File: src/csta_defines.svh
`ifndef CSTA_DEFINES_SVH
`define CSTA_DEFINES_SVH

// ----------------------------------------
// Register byte offsets
// ----------------------------------------
`define CSTA_OFS_CTRL      8'h00
`define CSTA_OFS_EVT_SEL   8'h04
`define CSTA_OFS_COND      8'h08
`define CSTA_OFS_START_CNT 8'h0c
`define CSTA_OFS_TRIP_CNT  8'h10
`define CSTA_OFS_TIME_MS   8'h14
`define CSTA_OFS_IRQ_STAT  8'h18
`define CSTA_OFS_IRQ_MASK  8'h1c

// ----------------------------------------
// Field positions
// ----------------------------------------
`define CSTA_CTRL_FORCE_LSB     0
`define CSTA_CTRL_FORCE_MSB     1
`define CSTA_CTRL_CLR_START     2
`define CSTA_CTRL_CLR_TRIP      3
`define CSTA_SEL_START_ON       0
`define CSTA_SEL_START_OFF      1
`define CSTA_SEL_TRIP_ON        2
`define CSTA_SEL_TRIP_OFF       3
`define CSTA_COND_CODE_LSB      0
`define CSTA_COND_CODE_MSB      1
`define CSTA_COND_START         2
`define CSTA_COND_TRIP          3
`define CSTA_COND_FORCE_EN      4
`define CSTA_IRQ_START_ON       0
`define CSTA_IRQ_START_OFF      1
`define CSTA_IRQ_TRIP_ON        2
`define CSTA_IRQ_TRIP_OFF       3

// ----------------------------------------
// Reset values
// ----------------------------------------
`define CSTA_RST_FORCE     2'h0
`define CSTA_RST_EVT_SEL   4'hf
`define CSTA_RST_IRQ_MASK  4'h0

// ----------------------------------------
// Timing
// ----------------------------------------
`define CSTA_CLK_MHZ       125
`define CSTA_TS_RES_MS     1
`define CSTA_MS_CYCLES     (`CSTA_TS_RES_MS * 1000 * `CSTA_CLK_MHZ)

`endif

File: src/csta_pkg.sv
package csta_pkg;

  // Shared by force select and condition code
  typedef enum logic [1:0] {
    CSTA_NORMAL,
    CSTA_START,
    CSTA_TRIP
  } csta_state_e;

  // One logged record, covers both outputs
  typedef struct packed {
    logic [31:0] time_ms;
    logic [31:0] proc_data;
    logic        start_chg;
    logic        start_on;
    logic        trip_chg;
    logic        trip_on;
  } csta_evt_s;

endpackage : csta_pkg

File: src/csta_common_signals.sv
// Our own choices: the APB register port and the address map.
`timescale 1ns/1ps
`include "csta_defines.svh"

module csta_common_signals
  import csta_pkg::*;
#(
  parameter int unsigned MS_CYCLES = `CSTA_MS_CYCLES
)
(
  input  wire logic        SYS_CLK,        // 125 MHz clock
  input  wire logic        NRST,           // Sync reset, low
  input  wire logic        PSEL,           // APB select
  input  wire logic        PENABLE,        // APB enable
  input  wire logic        PWRITE,         // APB direction
  input  wire logic [7:0]  PADDR,          // APB byte address
  input  wire logic [31:0] PWDATA,         // APB write data
  output logic      [31:0] PRDATA,         // APB read data
  output logic             PREADY,         // APB ready
  output logic             PSLVERR,        // APB error
  input  wire logic [15:0] PROT_START,     // Protection starts
  input  wire logic [15:0] PROT_TRIP,      // Protection trips
  input  wire logic        EXTRA_START_IN, // Assigned extra start pin
  input  wire logic        EXTRA_TRIP_IN,  // Assigned extra trip pin
  input  wire logic        STAGE_FORCE_EN, // Device test forcing enable
  input  wire logic [31:0] PROC_DATA,      // Process data snapshot
  output logic             COMMON_START,   // Common start
  output logic             COMMON_TRIP,    // Common trip
  output csta_evt_s        EVT,            // Logged record
  output logic             EVT_VALID,      // Common buffer write pulse
  output logic             MAIN_EVT_VALID, // Main buffer write pulse
  output logic             IRQ             // Interrupt level
);

  // ----------------------------------------
  // Address decode
  // ----------------------------------------
  function automatic logic csta_mapped(input logic [7:0] a);
    logic hit;
    hit = 1'b0;
    if (a == `CSTA_OFS_CTRL)
      hit = 1'b1;
    else if (a == `CSTA_OFS_EVT_SEL)
      hit = 1'b1;
    else if (a == `CSTA_OFS_COND)
      hit = 1'b1;
    else if (a == `CSTA_OFS_START_CNT)
      hit = 1'b1;
    else if (a == `CSTA_OFS_TRIP_CNT)
      hit = 1'b1;
    else if (a == `CSTA_OFS_TIME_MS)
      hit = 1'b1;
    else if (a == `CSTA_OFS_IRQ_STAT)
      hit = 1'b1;
    else if (a == `CSTA_OFS_IRQ_MASK)
      hit = 1'b1;
    return hit;
  endfunction : csta_mapped

  logic        setup_ph;
  logic        access_ph;
  logic        wr_acc;
  logic        rd_acc;

  assign setup_ph  = PSEL && !PENABLE;
  assign access_ph = PSEL && PENABLE;
  assign wr_acc    = access_ph && PWRITE && csta_mapped(PADDR);
  assign rd_acc    = access_ph && !PWRITE && csta_mapped(PADDR);
  assign PREADY    = 1'b1;
  assign PSLVERR   = access_ph && !csta_mapped(PADDR);

  // ----------------------------------------
  // Extra input synchronisers
  // ----------------------------------------
  logic [1:0] ext_s1;
  logic [1:0] ext_s2;
  logic [1:0] next_ext_s1;
  logic [1:0] next_ext_s2;

  always_comb
  begin
    next_ext_s1 = {EXTRA_TRIP_IN, EXTRA_START_IN};
    next_ext_s2 = ext_s1;
  end

  always_ff @(posedge SYS_CLK)
  begin
    if (!NRST)
    begin
      ext_s1 <= 2'h0;
      ext_s2 <= 2'h0;
    end
    else
    begin
      ext_s1 <= next_ext_s1;
      ext_s2 <= next_ext_s2;
    end
  end

  // ----------------------------------------
  // Settings registers
  // ----------------------------------------
  // Held apart from any setting group, so a group change leaves them alone
  csta_state_e force_sel;
  logic [3:0]  evt_sel;
  logic [3:0]  irq_mask;
  csta_state_e next_force_sel;
  logic [3:0]  next_evt_sel;
  logic [3:0]  next_irq_mask;
  logic        clr_start;
  logic        clr_trip;

  always_comb
  begin
    next_force_sel = force_sel;
    next_evt_sel   = evt_sel;
    next_irq_mask  = irq_mask;
    clr_start      = 1'b0;
    clr_trip       = 1'b0;
    if (wr_acc && PADDR == `CSTA_OFS_CTRL)
    begin
      if (PWDATA[`CSTA_CTRL_FORCE_MSB:`CSTA_CTRL_FORCE_LSB] <= 2'h2)
        next_force_sel = csta_state_e'(PWDATA[`CSTA_CTRL_FORCE_MSB:`CSTA_CTRL_FORCE_LSB]);
      clr_start = PWDATA[`CSTA_CTRL_CLR_START];
      clr_trip  = PWDATA[`CSTA_CTRL_CLR_TRIP];
    end
    else if (wr_acc && PADDR == `CSTA_OFS_EVT_SEL)
      next_evt_sel = PWDATA[3:0];
    else if (wr_acc && PADDR == `CSTA_OFS_IRQ_MASK)
      next_irq_mask = PWDATA[3:0];
  end

  always_ff @(posedge SYS_CLK)
  begin
    if (!NRST)
    begin
      force_sel <= csta_state_e'(`CSTA_RST_FORCE);
      evt_sel   <= `CSTA_RST_EVT_SEL;
      irq_mask  <= `CSTA_RST_IRQ_MASK;
    end
    else
    begin
      force_sel <= next_force_sel;
      evt_sel   <= next_evt_sel;
      irq_mask  <= next_irq_mask;
    end
  end

  // ----------------------------------------
  // Aggregation
  // ----------------------------------------
  csta_state_e force_eff;
  logic        next_start;
  logic        next_trip;

  // No blocking term anywhere on this path
  always_comb
  begin
    force_eff  = STAGE_FORCE_EN ? force_sel : CSTA_NORMAL;
    next_start = (|PROT_START) || ext_s2[0];
    next_trip  = (|PROT_TRIP) || ext_s2[1];
    if (force_eff == CSTA_START)
      next_start = 1'b1;
    else if (force_eff == CSTA_TRIP)
      next_trip = 1'b1;
  end

  always_ff @(posedge SYS_CLK)
  begin
    if (!NRST)
    begin
      COMMON_START <= 1'b0;
      COMMON_TRIP  <= 1'b0;
    end
    else
    begin
      COMMON_START <= next_start;
      COMMON_TRIP  <= next_trip;
    end
  end

  // ----------------------------------------
  // Edge detection and event logging
  // ----------------------------------------
  logic [1:0]  out_now;
  logic [1:0]  out_prev;
  logic [1:0]  chg;
  logic [1:0]  keep;
  logic [31:0] time_ms;
  csta_evt_s   next_evt;
  logic        next_evt_valid;
  logic        next_main_valid;

  assign out_now = {COMMON_TRIP, COMMON_START};

  genvar g;
  generate
    for (g = 0; g < 2; g++)
    begin : g_chan
      assign chg[g]  = out_now[g] ^ out_prev[g];
      assign keep[g] = chg[g] && (out_now[g] ? evt_sel[2*g] : evt_sel[2*g+1]);
    end
  endgenerate

  always_comb
  begin
    next_evt           = EVT;
    next_evt_valid     = |chg;
    next_main_valid    = |keep;
    if (|chg)
    begin
      next_evt.time_ms   = time_ms;
      next_evt.proc_data = PROC_DATA;
      next_evt.start_chg = chg[0];
      next_evt.start_on  = out_now[0];
      next_evt.trip_chg  = chg[1];
      next_evt.trip_on   = out_now[1];
    end
  end

  always_ff @(posedge SYS_CLK)
  begin
    if (!NRST)
    begin
      out_prev       <= 2'h0;
      EVT            <= '0;
      EVT_VALID      <= 1'b0;
      MAIN_EVT_VALID <= 1'b0;
    end
    else
    begin
      out_prev       <= out_now;
      EVT            <= next_evt;
      EVT_VALID      <= next_evt_valid;
      MAIN_EVT_VALID <= next_main_valid;
    end
  end

  csta_ms_timer #(
    .MS_CYCLES (MS_CYCLES)
  ) u_timer (
    .clk      (SYS_CLK),
    .nrst     (NRST),
    .tick     (),
    .ms_count (time_ms)
  );

  // ----------------------------------------
  // Cumulative counters
  // ----------------------------------------
  logic [31:0] start_cnt;
  logic [31:0] trip_cnt;

  csta_evt_counter u_start_cnt (
    .clk   (SYS_CLK),
    .nrst  (NRST),
    .inc   (chg[0] && out_now[0]),
    .clr   (clr_start),
    .count (start_cnt)
  );

  csta_evt_counter u_trip_cnt (
    .clk   (SYS_CLK),
    .nrst  (NRST),
    .inc   (chg[1] && out_now[1]),
    .clr   (clr_trip),
    .count (trip_cnt)
  );

  // ----------------------------------------
  // Condition code
  // ----------------------------------------
  csta_state_e cond;

  always_comb
  begin
    if (COMMON_TRIP)
      cond = CSTA_TRIP;
    else if (COMMON_START)
      cond = CSTA_START;
    else
      cond = CSTA_NORMAL;
  end

  // ----------------------------------------
  // Interrupt status
  // ----------------------------------------
  logic [3:0] irq_stat;
  logic [3:0] irq_snap;
  logic [3:0] irq_set;
  logic [3:0] next_irq_stat;
  logic       next_irq;

  assign irq_set = {chg[1] && !out_now[1], chg[1] && out_now[1],
                    chg[0] && !out_now[0], chg[0] && out_now[0]};

  // Only bits shown to software are cleared; a new set wins
  always_comb
  begin
    next_irq_stat = irq_stat;
    if (rd_acc && PADDR == `CSTA_OFS_IRQ_STAT)
      next_irq_stat = irq_stat & ~irq_snap;
    next_irq_stat = next_irq_stat | irq_set;
    next_irq      = |(next_irq_stat & irq_mask);
  end

  always_ff @(posedge SYS_CLK)
  begin
    if (!NRST)
    begin
      irq_stat <= 4'h0;
      IRQ      <= 1'b0;
    end
    else
    begin
      irq_stat <= next_irq_stat;
      IRQ      <= next_irq;
    end
  end

  // ----------------------------------------
  // Read data, captured in the setup phase
  // ----------------------------------------
  logic [31:0] next_prdata;
  logic [3:0]  next_irq_snap;

  always_comb
  begin
    next_prdata   = PRDATA;
    next_irq_snap = irq_snap;
    if (setup_ph && !PWRITE)
    begin
      next_prdata   = 32'h0;
      next_irq_snap = 4'h0;
      if (PADDR == `CSTA_OFS_CTRL)
        next_prdata[`CSTA_CTRL_FORCE_MSB:`CSTA_CTRL_FORCE_LSB] = force_sel;
      else if (PADDR == `CSTA_OFS_EVT_SEL)
        next_prdata[3:0] = evt_sel;
      else if (PADDR == `CSTA_OFS_COND)
      begin
        next_prdata[`CSTA_COND_CODE_MSB:`CSTA_COND_CODE_LSB] = cond;
        next_prdata[`CSTA_COND_START]    = COMMON_START;
        next_prdata[`CSTA_COND_TRIP]     = COMMON_TRIP;
        next_prdata[`CSTA_COND_FORCE_EN] = STAGE_FORCE_EN;
      end
      else if (PADDR == `CSTA_OFS_START_CNT)
        next_prdata = start_cnt;
      else if (PADDR == `CSTA_OFS_TRIP_CNT)
        next_prdata = trip_cnt;
      else if (PADDR == `CSTA_OFS_TIME_MS)
        next_prdata = time_ms;
      else if (PADDR == `CSTA_OFS_IRQ_STAT)
      begin
        next_prdata[3:0] = irq_stat;
        next_irq_snap    = irq_stat;
      end
      else if (PADDR == `CSTA_OFS_IRQ_MASK)
        next_prdata[3:0] = irq_mask;
    end
  end

  always_ff @(posedge SYS_CLK)
  begin
    if (!NRST)
    begin
      PRDATA   <= 32'h0;
      irq_snap <= 4'h0;
    end
    else
    begin
      PRDATA   <= next_prdata;
      irq_snap <= next_irq_snap;
    end
  end

endmodule : csta_common_signals

File: src/csta_ms_timer.sv
`timescale 1ns/1ps
`include "csta_defines.svh"

module csta_ms_timer
  import csta_pkg::*;
#(
  parameter int unsigned MS_CYCLES = `CSTA_MS_CYCLES
)
(
  input  wire logic        clk,     // System clock
  input  wire logic        nrst,    // Sync reset, low
  output logic             tick,    // One pulse per ms
  output logic [31:0]      ms_count // Free running ms count
);

  logic [31:0] pre;
  logic [31:0] next_pre;
  logic [31:0] next_ms_count;
  logic        next_tick;

  always_comb
  begin
    next_pre      = pre + 32'h1;
    next_tick     = 1'b0;
    next_ms_count = ms_count;
    if (pre >= 32'(MS_CYCLES - 1))
    begin
      next_pre      = 32'h0;
      next_tick     = 1'b1;
      next_ms_count = ms_count + 32'h1;
    end
  end

  always_ff @(posedge clk)
  begin
    if (!nrst)
    begin
      pre      <= 32'h0;
      tick     <= 1'b0;
      ms_count <= 32'h0;
    end
    else
    begin
      pre      <= next_pre;
      tick     <= next_tick;
      ms_count <= next_ms_count;
    end
  end

endmodule : csta_ms_timer

File: src/csta_evt_counter.sv
`timescale 1ns/1ps

module csta_evt_counter
  import csta_pkg::*;
(
  input  wire logic        clk,   // System clock
  input  wire logic        nrst,  // Sync reset, low
  input  wire logic        inc,   // Count one event
  input  wire logic        clr,   // Clear request
  output logic [31:0]      count  // Cumulative count
);

  logic [31:0] next_count;

  // Event in the clearing cycle survives as one
  always_comb
  begin
    if (clr)
      next_count = inc ? 32'h1 : 32'h0;
    else if (inc)
      next_count = count + 32'h1;
    else
      next_count = count;
  end

  always_ff @(posedge clk)
  begin
    if (!nrst)
      count <= 32'h0;
    else
      count <= next_count;
  end

endmodule : csta_evt_counter

File: config.mk
export PLATFORM = sky130hd
export DESIGN_NAME = csta_common_signals
export DESIGN_NICKNAME = d
export VERILOG_FILES = /design/src/csta_pkg.sv /design/src/csta_common_signals.sv /design/src/csta_ms_timer.sv /design/src/csta_evt_counter.sv
export VERILOG_INCLUDE_DIRS = /design/src
export SDC_FILE = /design/constraint.sdc
export NUM_CORES = 1
export LEC_CHECK = 0
export ABC_AREA = 1
export BUFFER_PORTS_ARGS = -buffer_cell sky130_fd_sc_hd__clkbuf_2
export CAP_MARGIN = 30
export CORE_MARGIN = 4
export CORE_UTILIZATION = 61
export DETAILED_ROUTE_END_ITERATION = 10
export GPL_TIMING_DRIVEN = 0
export PLACE_DENSITY = 0.86
export SYNTH_ARGS = -nofsm -noshare
export SYNTH_HDL_FRONTEND = slang
export SYNTH_HIERARCHICAL = 1
export SYNTH_SLANG_ARGS = --single-unit
export TNS_END_PERCENT = 10
File: constraint.sdc
create_clock -name SYS_CLK -period 3.5 [get_ports SYS_CLK]
set_input_delay 0.7 -clock SYS_CLK [delete_from_list [all_inputs] [get_ports SYS_CLK]]
set_output_delay 0.7 -clock SYS_CLK [all_outputs]
set_load 0.005 [all_outputs]
# ---- Word level (Yosys, flattened, before mapping)
# Cells that the tools add are included.
dict set report totals {
  ff_bits 257
  inputBits 112
  output_inout_bits 107
  wordCells 129
}
dict set report op_classes {
  n_addsub 4
  n_lt_le_gt_ge 2
  eq_ne 9
  muxes 44
  bitwise 9
  reduce_logical 37
}
# op n
set ops {}
lappend ops {{2-to-1 mux 32 bit} 6}
lappend ops {{adder 32 x 1 -> 32 bit (second input constant)} 4}
lappend ops {{2-to-1 mux 28 bit} 2}
lappend ops {{2-to-1 mux 4 bit} 12}
lappend ops {{== test 8 x 5 -> 1 bit (second input constant)} 4}
lappend ops {{greater-or-equal comparator 32 x 17 -> 1 bit (second input constant)} 1}
lappend ops {{OR reduction 16 bit} 2}
lappend ops {{2-to-1 mux 30 bit} 1}
lappend ops {{2-to-1 mux 27 bit} 1}
lappend ops {{logical AND 1 bit} 18}
lappend ops {{2-to-1 mux 1 bit} 18}
lappend ops {{== test 8 x 4 -> 1 bit (second input constant)} 2}
lappend ops {{AND 4 bit} 2}
lappend ops {{== test 8 x 3 -> 1 bit (second input constant)} 1}
lappend ops {{zero test 8 bit} 1}
lappend ops {{2-to-1 mux 2 bit} 3}
lappend ops {{OR reduction 2 bit} 3}
lappend ops {{zero test 1 bit} 5}
lappend ops {{2-to-1 mux 5 bit} 1}
lappend ops {{NOT 4 bit} 1}
lappend ops {{bitwise OR 4 bit} 1}
lappend ops {{AND reduction 2 bit} 2}
lappend ops {{nonzero test 2 bit} 2}
lappend ops {{OR reduction 4 bit} 1}
lappend ops {{other kinds (7)} 11}

# ---- Longest topological paths before layout
dict set report depth {
  ltp_word 15
  ltp_mapped 17
  ltp_nobuf 17
}

# ---- By module
# Netlist, hierarchy kept.
# module instances cells_each area_per_inst_um2 seq_area_each_um2
set modules_own_cells {}
lappend modules_own_cells {csta_common_signals 1 793 5691.7 2582.5}
lappend modules_own_cells {csta_evt_counter 2 277 1757.9 640.6}
lappend modules_own_cells {csta_ms_timer 1 470 3216.8 1301.2}

# ---- Worst setup path after synthesis
# No wires, ideal clock.
dict set report synth_timing {
  path_type {input to register}
  startpoint {input PADDR[7]}
  endpoint {register u_start_cnt.count[23]}
  setup_time_ns 0.113
  arrival_ns 2.364
  t_required_ns 3.387
  setup_slack_ns 1.023
  stages 14
  n_path_buf 0
  cell_sequence {nor2_4 nand3_4 nor2_4 nor2_4 nand3_4 nand3_4 nor2_1 nor2_4 nor2_2 nand2_2 nor2_4 nand2_2 nor2_1 nor2_1}
}
dict set report synth_via {
  elab_chain_len 13
  word_cells_on_any_way 21
  cone_classes {7 x eq/ne; 10 x mux; 4 x reduce/logical}
}
# element line_no
set synth_lines {}
lappend synth_lines {{from (decl)} csta_common_signals.sv:16} ;# input wire logic [7:0] PADDR,
lappend synth_lines {{== test 8 x 5 -> 1 bit (no source line)} -}
lappend synth_lines {{2-to-1 mux 1 bit} csta_common_signals.sv:55} ;# else if (a == `CSTA_OFS_IRQ_MASK)
lappend synth_lines {{2-to-1 mux 1 bit} csta_common_signals.sv:53} ;# else if (a == `CSTA_OFS_IRQ_STAT)
lappend synth_lines {{2-to-1 mux 1 bit} csta_common_signals.sv:51} ;# else if (a == `CSTA_OFS_TIME_MS)
lappend synth_lines {{2-to-1 mux 1 bit} csta_common_signals.sv:49} ;# else if (a == `CSTA_OFS_TRIP_CNT)
lappend synth_lines {{2-to-1 mux 1 bit} csta_common_signals.sv:47} ;# else if (a == `CSTA_OFS_START_CNT)
lappend synth_lines {{2-to-1 mux 1 bit} csta_common_signals.sv:45} ;# else if (a == `CSTA_OFS_COND)
lappend synth_lines {{2-to-1 mux 1 bit} csta_common_signals.sv:43} ;# else if (a == `CSTA_OFS_EVT_SEL)
lappend synth_lines {{2-to-1 mux 1 bit} csta_common_signals.sv:41} ;# if (a == `CSTA_OFS_CTRL)
lappend synth_lines {{logical AND 1 bit} csta_common_signals.sv:67} ;# assign wr_acc = access_ph && PWRITE && csta_mapped(PADDR);
lappend synth_lines {{logical AND 1 bit (no source line) *} -}
lappend synth_lines {{2-to-1 mux 1 bit *} csta_common_signals.sv:120} ;# if (wr_acc && PADDR == `CSTA_OFS_CTRL)
lappend synth_lines {{via clr_start} csta_common_signals.sv:110} ;# logic clr_start;
lappend synth_lines {{2-to-1 mux 32 bit / nonzero test 2 bit (equally long branches)} -}
lappend synth_lines {{to (signal assigned)} csta_evt_counter.sv:31} ;# count <= next_count;
lappend synth_lines {{to (decl)} csta_evt_counter.sv:10} ;# output logic [31:0] count
# The timed path passes the listed nets; every way through them passes the cells marked *.
# A chain may end at the register's enable or synchronous reset.

# ---- Final worst setup path
dict set report layout_timing {
  startpoint {input PADDR[1]}
  endpoint {register u_start_cnt.count[21]}
}
# Same word-level chain as after synthesis.

==> results.tsv <==
metric	value	unit
maximum buffer depth of the clock tree	3	
slowest stage cell, crit path	sky130_fd_sc_hd__nor2_1	
DR pass1 iterations	5	
residual overflow from global routing	0	
final setup vio count	0	
kind of cell adding the most delay to the critical path	simple AND/OR/NAND/NOR gates	
power density over the cells	441	nW/um^2
run status	finished, final reports clean	
final critical path time including I/O delays and setup	2.65	ns
overall die height	151	um
final worst path period share	0.756	
count of max-cap constraint violations	0	
total number of placement rows	51	
Leak	6.10	nW
cells along the critical path	clkbuf_2 -> nor2_4 -> nand2_2 -> nor2_4 -> nor2_2 -> nand3_4 -> nand3_4 -> nor2_1 -> nor2_4 -> nor2_2 -> nand2_2 -> nor2_1 -> nand2_1 -> nand2_1 -> nand2_1 -> nor2_1	
unrepaired setup endpoints after global routing	false	
utilization after layout	0.743	
Max Fanout on Critical Path	6	
pin count of the biggest net entering global routing	15	
Final Power	6.45	mW
hold slack final	0.337	ns
Relative slew margins	0.527	
Crit Path Category	in2reg	
total negative slack	0	ns
clk sinks	257	
number of nets in the final layout	2169	
setup fix buffers added after clock tree synthesis	0	
wire length of the first global-routing pass	59500	um
residual antenna-violating net count after detailed routing	0	
fin. max-slew vios	0	
clock network latency to the later pin of the worst-skew pair	0.54	ns
largest stage delay on the critical path	0.43	ns
Worst VDD drop	0.000427	V
count of unresolved DRC violations after routing	0	
count of hold-fix buffers inserted at cts	0	
Total Die Area	22700	um^2
Die X-Extent	151	um
cell area after placement	13700	um^2
Critical Path RT	3.98	ns
post-route standard cell area excluding fillers	14600	um^2
highest clock rate	378	MHz
Slew @ Worst Pin	0.709	ns
CTS root buffer	sky130_fd_sc_hd__clkbuf_16	
Gates resized, CTS repair	0	
worst clock skew on the final layout	0.00961	ns
Via Count	12800	
endpoint type of the worst setup path	flip-flop	
antenna violations before repair	0	
share of cells above drive strength 1	0.169	
via-per-instance ratio	5.50	
Placeable Area	19700	um^2
syn_area_per_cell	6.83	um^2
clock slew seen by the registers of the worst setup and hold paths	0.07	ns
GP Congestion	1.00	
total number of H-tree levels	1	
initial standard-cell utilization of the core	0.629	
number of global-route vias before repair	11900	
total number of yosys warnings	6	
number of port buffers	189	
Overall Global Routing Usage	0.326	
final routed wire length divided by cell count	16.4	um
number of hold violations in the final report	0	
signal arrival time at the worst endpoint	3.12	ns
number of DRC markers after the initial detailed-route iteration	1166	
number of buffers created by CTS	28	
cells after synthesis	1816	
Layout Area Growth over Synthesis	18.1	%
Buf+Inv Stages, Crit Path	1	
Worst Hold Class	in2reg	
detailed-route wire length	38300	um
CTS tree	yes	
detailed placement HPWL	29500	um
summed instance area of the synthesized netlist	12400	um^2
diode count	0	
boundary pin count	219	
kind of start point of the critical path	input pin	
tightest hold or removal path, cell delays in order:
cell and delay, ns:
sky130_fd_sc_hd__clkbuf_2 0.07, sky130_fd_sc_hd__nand2_1 0.04, sky130_fd_sc_hd__inv_1 0.04
placed cells by master, fill, tap and decap left out, types with 11 or more instances in the layout:
cell type and n:
sky130_fd_sc_hd__a21oi_1 109, sky130_fd_sc_hd__clkbuf_1 35, sky130_fd_sc_hd__clkbuf_16 28, sky130_fd_sc_hd__clkbuf_2 189, sky130_fd_sc_hd__conb_1 16, sky130_fd_sc_hd__dfxtp_1 257, sky130_fd_sc_hd__inv_1 150, sky130_fd_sc_hd__inv_2 11
sky130_fd_sc_hd__nand2_1 499, sky130_fd_sc_hd__nand2_2 12, sky130_fd_sc_hd__nand3_1 111, sky130_fd_sc_hd__nand4_1 12, sky130_fd_sc_hd__nor2_1 311, sky130_fd_sc_hd__nor2_2 23, sky130_fd_sc_hd__nor2_4 22, sky130_fd_sc_hd__nor3_1 18
sky130_fd_sc_hd__o211ai_1 13, sky130_fd_sc_hd__o21ai_0 101, sky130_fd_sc_hd__o21ai_1 11, sky130_fd_sc_hd__xor2_1 23
cell type report:
type	instances	area, um^2
repair buffers	189	946
inverters	165	623
fillers	1654	5070
multi-input cells	1355	6410
clock inverters	13	136
clock buffers	37	774
well taps	265	332
plain buffers	53	278
flip-flops and latches	257	5140
where the power goes:
group | total [mW] | internal (mW) | leakage, nW | switching [mW]
logic | 0.459 | 0.169 | 3.55 | 0.291
clock network | 2.91 | 1.70 | 0.451 | 1.21
registers | 3.08 | 3.02 | 2.09 | 0.0612
total | 6.45 | 4.89 | 6.10 | 1.56
metrics by stage:
step	instances	setup WS (ns)
3_3_place_gp	2284	0.392
6_report	2334	0.855
2_1_floorplan	1830	1.02
5_1_grt	2334	0.719
4_1_cts	2334	0.925
3_5_place_dp	2284	0.378
sequential cells by signal, summed over array words and instances, names as in the netlist, 4 cells and up:
| name | flops |
|---|---|
| EVT | 68 |
| PRDATA | 32 |
| evt_sel | 4 |
| irq_mask | 4 |
| irq_snap | 4 |
| irq_stat | 4 |
| u_start_cnt/count | 32 |
| u_timer/ms_count | 32 |
| u_timer/pre | 32 |
| u_trip_cnt/count | 32 |
path summary, 6_finish.rpt:
check,cells after the start,from,to,slack [ns]
hold / removal,3,EXTRA_TRIP_IN,ext_s1[1]$_SDFF_PN0_,0.34
setup / recovery,16,PADDR[1],u_start_cnt/count[21]$_SDFFE_PN0P_,0.85
hold reg to reg,2,ext_s1[0]$_SDFF_PN0_,ext_s2[0]$_SDFF_PN0_,0.42
setup reg to reg,6,COMMON_TRIP$_SDFF_PN0_,EVT[64]$_SDFFE_PN0P_,0.95
metal layers:
layer | routed length, um | up-vias | global-route usage
li1 | - | 6251 | -
met1 | 15800 | 5905 | 0.434
met2 | 17700 | 558 | 0.530
met3 | 3180 | 115 | 0.0524
met4 | 1710 | 0 | 0.137
met5 | 0 | - | 0
Power figures use the tool's default switching activity.
